**config.mk**
```make
export PLATFORM = sky130hd
export DESIGN_NAME = tdlr_top
export DESIGN_NICKNAME = d
export VERILOG_FILES = /design/src/design/tdlr_pkg.sv /design/src/design/tdlr_freeze.sv /design/src/design/tdlr_top.sv
export SDC_FILE = /design/constraint.sdc
export NUM_CORES = 1
export LEC_CHECK = 0
export ABC_AREA = 1
export BUFFER_PORTS_ARGS = -buffer_cell sky130_fd_sc_hd__buf_2
export CAP_MARGIN = 20
export CORE_MARGIN = 2
export CORE_UTILIZATION = 47
export DETAILED_ROUTE_END_ITERATION = 8
export PLACE_DENSITY = 0.83
export SLEW_MARGIN = 20
export SYNTH_ARGS = -nofsm -noshare
export SYNTH_HDL_FRONTEND = slang
export SYNTH_SLANG_ARGS = --single-unit
```
**constraint.sdc**
```tcl
create_clock -name I_CLK -period 1.5 [get_ports I_CLK]
set_clock_uncertainty 0.15 [all_clocks]
set_input_delay 0.15 -clock I_CLK [delete_from_list [all_inputs] [get_ports I_CLK]]
set_output_delay 0.15 -clock I_CLK [all_outputs]
set_load 0.01 [all_outputs]
```
**src/design/tdlr_pkg.sv**
```systemverilog
// Purpose: shared constants and types of the temperature reading and limit register bank
// Assumes: 32-bit APB data, one register per aligned word, byte address is four times the index
// Notes: readings are 11-bit two's complement, eighth-degree steps; limits keep the upper eight bits

package tdlr_pkg;

	// ----------------------------------------------------------------
	// widths
	// ----------------------------------------------------------------
	localparam int READING_W = 11;
	localparam int LIMIT_W = 8;
	localparam int FRAC_W = 3;
	localparam int PASSIVE_W = 6;
	localparam int IDX_W = 8;
	localparam int DATA_W = 32;
	localparam int IDX_LSB = 2;
	localparam int CHANNELS = 2;
	localparam int CH_LOCAL = 0;
	localparam int CH_REMOTE = 1;

	// ----------------------------------------------------------------
	// register indices, byte address is index times four
	// ----------------------------------------------------------------
	localparam logic [7:0] IDX_SHARED_LOW = 8'h06;
	localparam logic [7:0] IDX_LOCAL_UPPER = 8'h0a;
	localparam logic [7:0] IDX_REMOTE_UPPER = 8'h0b;
	localparam logic [7:0] IDX_LOCAL_HIGH = 8'h14;
	localparam logic [7:0] IDX_LOCAL_LOW = 8'h15;
	localparam logic [7:0] IDX_LOCAL_THERMAL = 8'h16;
	localparam logic [7:0] IDX_REMOTE_HIGH = 8'h18;
	localparam logic [7:0] IDX_REMOTE_LOW = 8'h19;
	localparam logic [7:0] IDX_REMOTE_THERMAL = 8'h1a;
	localparam logic [7:0] IDX_LOCAL_CRITICAL = 8'h1b;
	localparam logic [7:0] IDX_PASSIVE = 8'h1c;
	localparam logic [7:0] IDX_REMOTE_CRITICAL = 8'h1d;
	localparam logic [7:0] IDX_STATUS = 8'h20;

	// ----------------------------------------------------------------
	// values after reset
	// ----------------------------------------------------------------
	localparam logic [10:0] RST_READING = 11'h400;
	localparam logic [7:0] RST_LOCAL_HIGH = 8'h3c;
	localparam logic [7:0] RST_LOCAL_LOW = 8'h00;
	localparam logic [7:0] RST_LOCAL_THERMAL = 8'h46;
	localparam logic [7:0] RST_LOCAL_CRITICAL = 8'h50;
	localparam logic [7:0] RST_REMOTE_HIGH = 8'h50;
	localparam logic [7:0] RST_REMOTE_LOW = 8'h00;
	localparam logic [7:0] RST_REMOTE_THERMAL = 8'h64;
	localparam logic [7:0] RST_REMOTE_CRITICAL = 8'h69;
	localparam logic [5:0] RST_PASSIVE = 6'h00;
	localparam logic [7:0] RST_DUTY = 8'h00;

	// ----------------------------------------------------------------
	// types
	// ----------------------------------------------------------------
	typedef struct packed {
		logic [7:0] high;
		logic [7:0] low;
		logic [7:0] thermal;
		logic [7:0] critical;
	} tdlr_limits_t;

	typedef struct packed {
		logic [7:0] idx;
		logic mapped_word;
		logic write;
		logic lane0;
		logic [31:0] wdata;
	} tdlr_req_t;

	typedef enum logic [0:0] {
		TDLR_IDLE = 1'b0,
		TDLR_ACK = 1'b1
	} tdlr_apb_state_t;

endpackage

```
**src/design/tdlr_freeze.sv**
```systemverilog
// Purpose: holds the readings that software sees and freezes them for two-byte reads
// Assumes: live results and their strobe come from logic on the same clock
// Notes: a result that arrives while frozen is parked and shown once the freeze ends

`timescale 1ns/100ps

module tdlr_freeze (
	input wire logic i_clk,
	input wire logic i_rst_n,
	input wire logic [tdlr_pkg::CHANNELS-1:0][tdlr_pkg::READING_W-1:0] i_live,
	input wire logic i_live_valid,
	input wire logic i_freeze_req,
	input wire logic i_release_req,
	output logic [tdlr_pkg::CHANNELS-1:0][tdlr_pkg::READING_W-1:0] o_shown,
	output logic o_frozen
);

	logic hold;

	// the freezing edge itself must not move the readings just returned
	assign hold = (o_frozen & ~i_release_req) | i_freeze_req; // see (RULE_05)

	// freeze flag, set by the low-byte read, cleared by the remote upper read
	always_ff @(posedge i_clk or negedge i_rst_n) begin
		if (!i_rst_n) begin
			o_frozen <= 1'b0;
		end else if (i_freeze_req) begin
			o_frozen <= 1'b1; // see (RULE_05)
		end else if (i_release_req) begin
			o_frozen <= 1'b0;
		end
	end

	genvar ch;
	generate
		for (ch = 0; ch < tdlr_pkg::CHANNELS; ch++) begin : g_ch
			logic [tdlr_pkg::READING_W-1:0] park_r;
			logic park_valid_r;

			// park the newest result while frozen; a new one beats the drain
			always_ff @(posedge i_clk or negedge i_rst_n) begin
				if (!i_rst_n) begin
					park_r <= tdlr_pkg::RST_READING;
					park_valid_r <= 1'b0;
				end else if (i_live_valid && hold) begin
					park_r <= i_live[ch];
					park_valid_r <= 1'b1;
				end else if (!hold) begin
					park_valid_r <= 1'b0;
				end
			end

			// upper and lower bits move only together, never during a freeze
			always_ff @(posedge i_clk or negedge i_rst_n) begin
				if (!i_rst_n) begin
					o_shown[ch] <= tdlr_pkg::RST_READING; // see (RULE_02)
				end else if (!hold && i_live_valid) begin
					o_shown[ch] <= i_live[ch]; // see (RULE_06)
				end else if (!hold && park_valid_r) begin
					o_shown[ch] <= park_r; // see (RULE_06)
				end
			end
		end
	endgenerate

endmodule

```
**src/design/tdlr_top.sv**
```systemverilog
// Purpose: APB register bank for temperature readings, limits and passive fan cooling
// Assumes: conversion results, duty request and active temperature come from the same clock
// Notes: one wait state on every APB access; read side effects fire when read data is latched
//
// How it works
// (RULE_01) remote upper register shows reading bits ten to three, bit ten on top.
// (RULE_02) the remote upper register reads 0x80 after reset, minus 128 degrees.
// (RULE_03) readings come as 8-bit whole degrees or 11-bit eighth degrees with low byte.
// (RULE_04) upper registers read alone, in any order, always return valid readings.
// (RULE_05) reading the low byte first freezes all readings until the remote upper read.
// (RULE_06) frozen readings keep upper and lower bits together while both are fetched.
// (RULE_07) every limit is 11 bits, low three zero, so one byte is stored.
// (RULE_08) local limits reset to 0x3c, 0x00, 0x46 and 0x50.
// (RULE_09) remote limits reset to 0x50, 0x00, 0x64 and 0x69.
// (RULE_10) passive threshold stores bits eight to three only, range zero to 63 degrees.
// (RULE_11) in automatic mode duty is forced to zero at or below passive threshold.
// (RULE_12) local and remote each own high, low, thermal and critical registers.
// (RULE_13) shared low byte holds local low bits at 7:5, remote at 2:0.
// (RULE_14) fixed-zero limit bits ignore writes and always read back as zero.
//
// The APB slave port was decided locally.

`timescale 1ns/100ps

module tdlr_top #(
	parameter int ADDR_W = 12
) (
	input wire logic I_CLK,
	input wire logic I_RST_N,
	input wire logic I_PSEL,
	input wire logic I_PENABLE,
	input wire logic I_PWRITE,
	input wire logic [ADDR_W-1:0] I_PADDR,
	input wire logic [31:0] I_PWDATA,
	input wire logic [3:0] I_PSTRB,
	output logic [31:0] O_PRDATA,
	output logic O_PREADY,
	output logic O_PSLVERR,
	input wire logic [tdlr_pkg::READING_W-1:0] I_LOCAL_TEMP,
	input wire logic [tdlr_pkg::READING_W-1:0] I_REMOTE_TEMP,
	input wire logic I_TEMP_VALID,
	input wire logic I_AUTO_TEMP_MODE,
	input wire logic [tdlr_pkg::READING_W-1:0] I_ACTIVE_TEMP,
	input wire logic [7:0] I_DUTY_REQ,
	output logic [7:0] O_DUTY,
	output logic O_FAN_STOPPED,
	output tdlr_pkg::tdlr_limits_t O_LOCAL_LIMITS,
	output tdlr_pkg::tdlr_limits_t O_REMOTE_LIMITS,
	output logic [tdlr_pkg::PASSIVE_W-1:0] O_PASSIVE_BITS,
	output logic O_READINGS_FROZEN
);

	// ----------------------------------------------------------------
	// elaboration checks
	// ----------------------------------------------------------------

	// the eight-bit index field needs ten byte-address bits
	generate
		if (ADDR_W < 10 || ADDR_W > 32) begin : g_bad_addr_w
			$error("tdlr_top: ADDR_W must lie between 10 and 32");
		end
	endgenerate

	// ----------------------------------------------------------------
	// declarations
	// ----------------------------------------------------------------
	tdlr_pkg::tdlr_apb_state_t state_r;
	tdlr_pkg::tdlr_apb_state_t state_nxt;
	tdlr_pkg::tdlr_req_t req;
	logic setup_seen;
	logic commit_wr;
	logic capture_rd;
	logic freeze_req;
	logic release_req;
	logic [31:0] rd_data_nxt;
	logic rd_err_nxt;
	logic [tdlr_pkg::CHANNELS-1:0][tdlr_pkg::READING_W-1:0] live;
	logic [tdlr_pkg::CHANNELS-1:0][tdlr_pkg::READING_W-1:0] shown;
	logic [tdlr_pkg::READING_W-1:0] local_shown;
	logic [tdlr_pkg::READING_W-1:0] remote_shown;
	logic [7:0] shared_reading_low_byte;
	logic [tdlr_pkg::READING_W-1:0] passive_threshold;
	logic fan_stop_nxt;
	logic [7:0] wr_byte;

	// ----------------------------------------------------------------
	// request decode
	// ----------------------------------------------------------------

	// misaligned or out-of-range addresses land on no register
	always_comb begin
		req.idx = I_PADDR[9:2];
		req.mapped_word = (I_PADDR[1:0] == 2'b00) && ((I_PADDR >> 10) == '0);
		req.write = I_PWRITE;
		req.lane0 = I_PSTRB[0];
		req.wdata = I_PWDATA;
	end

	assign wr_byte = req.wdata[7:0];

	// ----------------------------------------------------------------
	// apb handshake
	// ----------------------------------------------------------------

	// one wait state keeps pready, prdata and pslverr straight from flops
	always_comb begin
		state_nxt = state_r;
		case (state_r)
			tdlr_pkg::TDLR_IDLE: begin
				if (I_PSEL && I_PENABLE) begin
					state_nxt = tdlr_pkg::TDLR_ACK;
				end
			end
			tdlr_pkg::TDLR_ACK: begin
				state_nxt = tdlr_pkg::TDLR_IDLE;
			end
			default: begin
				state_nxt = tdlr_pkg::TDLR_IDLE;
			end
		endcase
	end

	// state register
	always_ff @(posedge I_CLK or negedge I_RST_N) begin
		if (!I_RST_N) begin
			state_r <= tdlr_pkg::TDLR_IDLE;
		end else begin
			state_r <= state_nxt;
		end
	end

	// first access cycle latches read data; the master cannot withdraw after it
	assign setup_seen = (state_r == tdlr_pkg::TDLR_IDLE) && I_PSEL && I_PENABLE;
	// writes land on the edge that samples pready high
	assign commit_wr = (state_r == tdlr_pkg::TDLR_ACK) && I_PSEL && I_PENABLE && req.write
		&& req.mapped_word && req.lane0;
	assign capture_rd = setup_seen && !req.write && req.mapped_word;

	// pready pulses for one cycle in the second access cycle
	always_ff @(posedge I_CLK or negedge I_RST_N) begin
		if (!I_RST_N) begin
			O_PREADY <= 1'b0;
		end else begin
			O_PREADY <= (state_nxt == tdlr_pkg::TDLR_ACK);
		end
	end

	// read data and error stand only during the ready cycle
	always_ff @(posedge I_CLK or negedge I_RST_N) begin
		if (!I_RST_N) begin
			O_PRDATA <= 32'h0000_0000;
			O_PSLVERR <= 1'b0;
		end else if (setup_seen) begin
			O_PRDATA <= (req.write || rd_err_nxt) ? 32'h0000_0000 : rd_data_nxt; // refused reads return zero
			O_PSLVERR <= rd_err_nxt;
		end else begin
			O_PRDATA <= 32'h0000_0000;
			O_PSLVERR <= 1'b0;
		end
	end

	// ----------------------------------------------------------------
	// readings and freeze
	// ----------------------------------------------------------------

	// low-byte read freezes, remote upper read releases
	assign freeze_req = capture_rd && (req.idx == tdlr_pkg::IDX_SHARED_LOW); // see (RULE_05)
	assign release_req = capture_rd && (req.idx == tdlr_pkg::IDX_REMOTE_UPPER); // see (RULE_05)

	assign live[tdlr_pkg::CH_LOCAL] = I_LOCAL_TEMP;
	assign live[tdlr_pkg::CH_REMOTE] = I_REMOTE_TEMP;

	// snapshot keeper; upper-byte reads alone never touch it
	tdlr_freeze u_freeze (
		.i_clk(I_CLK),
		.i_rst_n(I_RST_N),
		.i_live(live),
		.i_live_valid(I_TEMP_VALID),
		.i_freeze_req(freeze_req),
		.i_release_req(release_req),
		.o_shown(shown),
		.o_frozen(O_READINGS_FROZEN)
	); // see (RULE_04)

	assign local_shown = shown[tdlr_pkg::CH_LOCAL];
	assign remote_shown = shown[tdlr_pkg::CH_REMOTE];

	// local low bits on top, two zero bits, remote low bits below
	assign shared_reading_low_byte = {local_shown[tdlr_pkg::FRAC_W-1:0], 2'b00,
		remote_shown[tdlr_pkg::FRAC_W-1:0]}; // see (RULE_13)

	// ----------------------------------------------------------------
	// read multiplexer
	// ----------------------------------------------------------------

	// byte data sits in the low lane, upper bits read as zero
	always_comb begin
		rd_data_nxt = 32'h0000_0000;
		rd_err_nxt = !req.mapped_word;
		case (req.idx)
			tdlr_pkg::IDX_SHARED_LOW: begin
				rd_data_nxt[7:0] = shared_reading_low_byte; // see (RULE_03)
			end
			tdlr_pkg::IDX_LOCAL_UPPER: begin
				rd_data_nxt[7:0] = local_shown[10:3];
			end
			tdlr_pkg::IDX_REMOTE_UPPER: begin
				rd_data_nxt[7:0] = remote_shown[10:3]; // see (RULE_01)
			end
			tdlr_pkg::IDX_LOCAL_HIGH: begin
				rd_data_nxt[7:0] = O_LOCAL_LIMITS.high;
			end
			tdlr_pkg::IDX_LOCAL_LOW: begin
				rd_data_nxt[7:0] = O_LOCAL_LIMITS.low;
			end
			tdlr_pkg::IDX_LOCAL_THERMAL: begin
				rd_data_nxt[7:0] = O_LOCAL_LIMITS.thermal;
			end
			tdlr_pkg::IDX_LOCAL_CRITICAL: begin
				rd_data_nxt[7:0] = O_LOCAL_LIMITS.critical;
			end
			tdlr_pkg::IDX_REMOTE_HIGH: begin
				rd_data_nxt[7:0] = O_REMOTE_LIMITS.high;
			end
			tdlr_pkg::IDX_REMOTE_LOW: begin
				rd_data_nxt[7:0] = O_REMOTE_LIMITS.low;
			end
			tdlr_pkg::IDX_REMOTE_THERMAL: begin
				rd_data_nxt[7:0] = O_REMOTE_LIMITS.thermal;
			end
			tdlr_pkg::IDX_REMOTE_CRITICAL: begin
				rd_data_nxt[7:0] = O_REMOTE_LIMITS.critical;
			end
			tdlr_pkg::IDX_PASSIVE: begin
				rd_data_nxt[7:0] = {2'b00, O_PASSIVE_BITS}; // see (RULE_14)
			end
			tdlr_pkg::IDX_STATUS: begin
				rd_data_nxt[1:0] = {O_FAN_STOPPED, O_READINGS_FROZEN};
			end
			default: begin
				rd_err_nxt = 1'b1;
			end
		endcase
	end

	// ----------------------------------------------------------------
	// local limit registers
	// ----------------------------------------------------------------

	// one byte per limit; the three implied low bits are never stored
	always_ff @(posedge I_CLK or negedge I_RST_N) begin
		if (!I_RST_N) begin
			O_LOCAL_LIMITS.high <= tdlr_pkg::RST_LOCAL_HIGH; // see (RULE_08)
			O_LOCAL_LIMITS.low <= tdlr_pkg::RST_LOCAL_LOW;
			O_LOCAL_LIMITS.thermal <= tdlr_pkg::RST_LOCAL_THERMAL;
			O_LOCAL_LIMITS.critical <= tdlr_pkg::RST_LOCAL_CRITICAL;
		end else if (commit_wr) begin
			case (req.idx)
				tdlr_pkg::IDX_LOCAL_HIGH: begin
					O_LOCAL_LIMITS.high <= wr_byte; // see (RULE_07)
				end
				tdlr_pkg::IDX_LOCAL_LOW: begin
					O_LOCAL_LIMITS.low <= wr_byte; // see (RULE_12)
				end
				tdlr_pkg::IDX_LOCAL_THERMAL: begin
					O_LOCAL_LIMITS.thermal <= wr_byte;
				end
				tdlr_pkg::IDX_LOCAL_CRITICAL: begin
					O_LOCAL_LIMITS.critical <= wr_byte;
				end
				default: begin
					O_LOCAL_LIMITS <= O_LOCAL_LIMITS;
				end
			endcase
		end
	end

	// ----------------------------------------------------------------
	// remote limit registers
	// ----------------------------------------------------------------

	// separate set so either sensor can be retuned alone
	always_ff @(posedge I_CLK or negedge I_RST_N) begin
		if (!I_RST_N) begin
			O_REMOTE_LIMITS.high <= tdlr_pkg::RST_REMOTE_HIGH; // see (RULE_09)
			O_REMOTE_LIMITS.low <= tdlr_pkg::RST_REMOTE_LOW;
			O_REMOTE_LIMITS.thermal <= tdlr_pkg::RST_REMOTE_THERMAL;
			O_REMOTE_LIMITS.critical <= tdlr_pkg::RST_REMOTE_CRITICAL;
		end else if (commit_wr) begin
			case (req.idx)
				tdlr_pkg::IDX_REMOTE_HIGH: begin
					O_REMOTE_LIMITS.high <= wr_byte; // see (RULE_12)
				end
				tdlr_pkg::IDX_REMOTE_LOW: begin
					O_REMOTE_LIMITS.low <= wr_byte;
				end
				tdlr_pkg::IDX_REMOTE_THERMAL: begin
					O_REMOTE_LIMITS.thermal <= wr_byte;
				end
				tdlr_pkg::IDX_REMOTE_CRITICAL: begin
					O_REMOTE_LIMITS.critical <= wr_byte; // see (RULE_07)
				end
				default: begin
					O_REMOTE_LIMITS <= O_REMOTE_LIMITS;
				end
			endcase
		end
	end

	// ----------------------------------------------------------------
	// passive cooling threshold
	// ----------------------------------------------------------------

	// only six bits exist, so writes to the top two are dropped
	always_ff @(posedge I_CLK or negedge I_RST_N) begin
		if (!I_RST_N) begin
			O_PASSIVE_BITS <= tdlr_pkg::RST_PASSIVE;
		end else if (commit_wr && req.idx == tdlr_pkg::IDX_PASSIVE) begin
			O_PASSIVE_BITS <= wr_byte[5:0]; // see (RULE_10) see (RULE_14)
		end
	end

	// rebuild the 11-bit threshold; it cannot exceed 63 degrees
	assign passive_threshold = {2'b00, O_PASSIVE_BITS, 3'b000}; // see (RULE_10)

	// ----------------------------------------------------------------
	// fan duty gate
	// ----------------------------------------------------------------

	// signed compare, so readings below zero also stop the fan
	assign fan_stop_nxt = I_AUTO_TEMP_MODE
		&& ($signed(I_ACTIVE_TEMP) <= $signed(passive_threshold)); // see (RULE_11)

	// one cycle of latency trades for a clean registered fan output
	always_ff @(posedge I_CLK or negedge I_RST_N) begin
		if (!I_RST_N) begin
			O_DUTY <= tdlr_pkg::RST_DUTY;
			O_FAN_STOPPED <= 1'b0;
		end else begin
			O_DUTY <= fan_stop_nxt ? tdlr_pkg::RST_DUTY : I_DUTY_REQ; // see (RULE_11)
			O_FAN_STOPPED <= fan_stop_nxt;
		end
	end

endmodule

```
; ---- Word level (Yosys, flattened, before mapping)
; Cells that the tools add are included.
[classes]
n_reduce_logical = 35
muxes = 17
bitwise = 4
n_eq_ne = 14
order_cmp = 1
[ops]
columns = op, count
row1 = $eq A8 B5 Y1 const B, 9
row2 = $pmux W6 S12, 1
row3 = $mux W11, 4
row4 = $pmux W2 S13, 1
row5 = $mux W8, 3
row6 = $logic_and A1 B1 Y1, 18
row7 = $eq A8 B4 Y1 const B, 2
row8 = $reduce_and A2 Y1, 8
row9 = $reduce_or A13 Y1, 1
row10 = $logic_not A12 Y1, 1
row11 = $le A11 B10 Y1, 1
row12 = $eq A8 B3 Y1 const B, 1
row13 = $eq A8 B6 Y1 const B, 1
row14 = $mux W1, 7
row15 = $reduce_bool A2 Y1, 2
row16 = $logic_not A1 Y1, 3
row17 = $logic_not A2 Y1, 1
row18 = $ne A2 B2 Y1 const B, 1
row19 = $not A1 Y1, 2
row20 = $pmux W1 S2, 1
row21 = $and A1 B1 Y1, 1
row22 = $logic_or A1 B1 Y1, 1
row23 = $or A1 B1 Y1, 1
[word_totals]
in_bits = 96
register_bits = 159
out_inout_bits = 114

; ---- Longest topological paths before layout
[depth]
depth_word = 13
ltp_mapped = 11

; ---- By module
; A second synthesis with hierarchy kept.
[unflattened]
cells_unflattened = 907
area_unflattened_um2 = 6750.2
[by_module_without_submodules]
columns = module, n_inst, cells_each, seq_area_each_um2, area_each_um2
row1 = tdlr_top, 1, 615, 2249.7, 4589.4
row2 = tdlr_freeze, 1, 292, 1156.1, 2160.8

; ---- Worst setup path after synthesis
; OpenSTA, ideal clock, no wires.
[synth_timing]
path_type = register -> register
start = register, netlist name O_PREADY
end = register u_freeze.g_ch[0].park_r[4] (netlist name)
arrival_ps = 1426
setup_ps = 117
required_time_ps = 1233
synth_period_minus_slack_ps = 1693
slack_ps = -193
path_stages_with_launch = 10
cell_sequence = dfrtp_1 -> nor2_1 -> nand2_1 -> nor2_1 -> nand2_1 -> nand2_1 -> nand2_1 -> buf_2 -> nand2_1 -> nand2_1
[synth_rtl]
columns = item, line
row1 = end signal: assignment, tdlr_freeze.sv:43  ; park_r <= tdlr_pkg::RST_READING;
row2 = end signal: assignment, tdlr_freeze.sv:46  ; park_r <= i_live[ch];
row3 = end: declaration, tdlr_freeze.sv:37  ; logic [tdlr_pkg::READING_W-1:0] park_r;

==> flow_summary.toml <==
[outcome]
outcome = "finished, violations left"
violations = "negative setup slack"

[drt]
vias = 6985
drt_iter0_drc = 657
ant_nets = 0
wl_per_cell_um = 16.5
drc = 0
first_pass_iters = 9
routed_via_density = 5.24
wl_mm = 22.0

[clocking]
clk_latency_ps = 430
clk_pin_slew_ps = 60
clockBufferDepth = 2
htree_levels = 4
cts_buffers = 17
cts_tree = "built"
cts.sinks = 135
cts_root_buf = "clkbuf_16"

[floorplan]
pin_count = 210
initial_core_util = 0.482
die_h_um = 123
fp.dieW_um = 123
coreArea_um2 = 13900
dieArea_um2 = 15200
core.rowCount = 43

[setup_path]
crit_path_start_kind = "flip-flop"
path_depth = 10
reg2regPathDepth = 10
path_buf_inv = 2
critical_path_arrival_ps = 1900
crit_required_ps = 1670
critical-path-top-delay-family = "simple AND/OR/NAND/NOR gates"
slowest_delay_ps = 390
cp-end-kind = "flip-flop"
reg2reg_slack_ps = -230
crit_path_max_fanout = 8
worst_path_max_delay_cell = "dfrtp_1"
worstSetupPathType = "reg2reg"
path_cells = "nor2_2, nand2_2, nor2_4, buf_4, nand2_4, nand3_4, buf_12, nor2_2, nand2_1, nand2_1"

[timing]
max_freq_ghz = 0.576
maxSlewHeadroom = 0.651
setup_viol = 111
setup_tns_ps = -13140
fin_crit_ps = 1730
rsz0062_at_grt = "true"
hold_violations = 0
tightest_slew_ps = 522
setup_ws_ps = -235
holdWs_ps = 57.1
drv_slew = 0
period_share = 1.16

[global_routing]
grt_overflow_total = 0
first_global_vias = 6466
grt_pass1_wl_mm = 33.0
grt_max_degree = 49
track_usage = 0.288
antenna_found_initial = 0

[final_layout]
fin_nets = 1242
n_antenna_cell = 0
layout_common_cells = "311 x nand2_1, 157 x buf_2, 113 x dfrtp_1, 86 x nor2_1, 75 x nand3_1"
areaGrowthSynthToFinish_pct = 44.1
final_common_cell = "nand2_1"
multiInputGateArea_um2 = 3140
layout-drive-gt1-share = 0.324
seq_area_um2 = 3410
fillers = 1020
instances_no_fill = 1333

[worst_hold_path]
min_path_cells = 3
hp-class = "in2reg"

[placement]
place_ws_ps = -181
gp_congestion = 0.888
place_inst = 1251
hpwl_mm = 14.2
port_buffers = 158

[pwr]
p_leak_nw = 5.15
total_power_mw = 9.33
powerDensity_nw_per_um2 = 967
ir_drop_v = 0.000701

[synthesis]
avgSynthCellArea_um2 = 7.63
yosysWarnings = 0
ys_types = 28
syn_inst = 878
seq_area_frac_synth = 0.509
syn-cell-area_um2 = 6700
synth-seq-cells = 135

[job]
max_cap_viol_count = 0
## worst min-delay path, cell delays in order
cell	delay, ps
buf_2	70
inv_1	180
o21ai_1	190
## cells by family after synthesis
kind of cell / after synthesis / share of synthesized area
flip-flops: 135 / 0.509
other: 1 / 0.000560
buffers and inverters: 109 / 0.0774
adder cells (fa/ha/maj): 6 / 0.0112
AND/OR/NAND/NOR: 539 / 0.332
AO/OA/AOI/OAI: 88 / 0.0706
## routing by layer
metal  wire, um  GRT usage  up-vias
li1           -          -     3264
met1       8830      0.378     3248
met2      10500      0.467      410
met3       2010     0.0650       63
met4        625      0.109        0
met5          0          0        -
## stage by stage
| stage | util | area [um^2] |
|---|---|---|
| 4_1_cts | 0.681 | 9450 |
| 3_5_place_dp | 0.590 | 8190 |
| 6_report | 0.695 | 9650 |
| 3_3_place_gp | 0.590 | 8190 |
| 5_1_grt | 0.695 | 9650 |
| 2_1_floorplan | - | 6850 |
## area by class of cell
cell class,instances,area share
tap,180,0.0233
clock buffer,20,0.0484
inverter,55,0.0214
multi-input combinational,658,0.326
clock inverter,12,0.0205
timing repair buffer,273,0.208
sequential,135,0.353
## what timing repair did
item / CTS / global route
setup buffers: 6 / 3
cloned: 2 / 3
endpoints found under the hold margin: 176 / 0
pin swaps: 10 / 8
endpoints found under the setup margin: 120 / 139
hold buffers: 36 / 0
resized for setup: 47 / 62
## report_power, final
group | internal, mW | switching (mW)
sequential | 3.73 | 0.0537
combinational | 0.354 | 0.495
clock | 3.08 | 1.62
total | 7.16 | 2.17
## sequential cells by signal, summed over array words and instances (netlist names)
register                    flops
O_REMOTE_LIMITS                32
O_LOCAL_LIMITS                 32
u_freeze.o_shown               22
O_DUTY                          8
O_PSLVERR                       1
u_freeze.g_ch.park_r           22
O_PRDATA                        8
O_PREADY                        1
u_freeze.o_frozen               1
u_freeze.g_ch.park_valid_r      1
O_FAN_STOPPED                   1
O_PASSIVE_BITS                  6
## cells in the mapped netlist, drive strengths merged
| master | count | area [um^2] |
|---|---|---|
| a211oi | 1 | 7.51 |
| a21boi | 10 | 75.1 |
| a21oi | 2 | 10.0 |
| and2 | 1 | 6.26 |
| buf | 39 | 255 |
| clkbuf | 15 | 56.3 |
| conb | 1 | 3.75 |
| dfrtp | 113 | 2830 |
| dfstp | 22 | 578 |
| ha | 6 | 75.1 |
| inv | 55 | 206 |
| nand2 | 328 | 1240 |
| nand3 | 80 | 405 |
| nand4 | 9 | 56.3 |
| nor2 | 117 | 479 |
| nor3 | 1 | 16.3 |
| nor3b | 1 | 7.51 |
| o211ai | 1 | 7.51 |
| o21ai | 73 | 365 |
| o21bai | 1 | 7.51 |
| or2 | 2 | 12.5 |
## worst paths after layout
check                                               to                         from
hold / removal                     O_REMOTE_LIMITS[30]                  I_PWDATA[6]
max in group asynchronous           O_LOCAL_LIMITS[15]                      I_RST_N
hold reg to reg            u_freeze.g_ch[1].park_r[10]  u_freeze.g_ch[1].park_r[10]
setup reg to reg                  u_freeze.o_shown[15]                     O_PREADY
setup / recovery                  u_freeze.o_shown[15]                     O_PREADY
min in group asynchronous           O_LOCAL_LIMITS[14]                      I_RST_N
(Power assumes the default switching activity.)
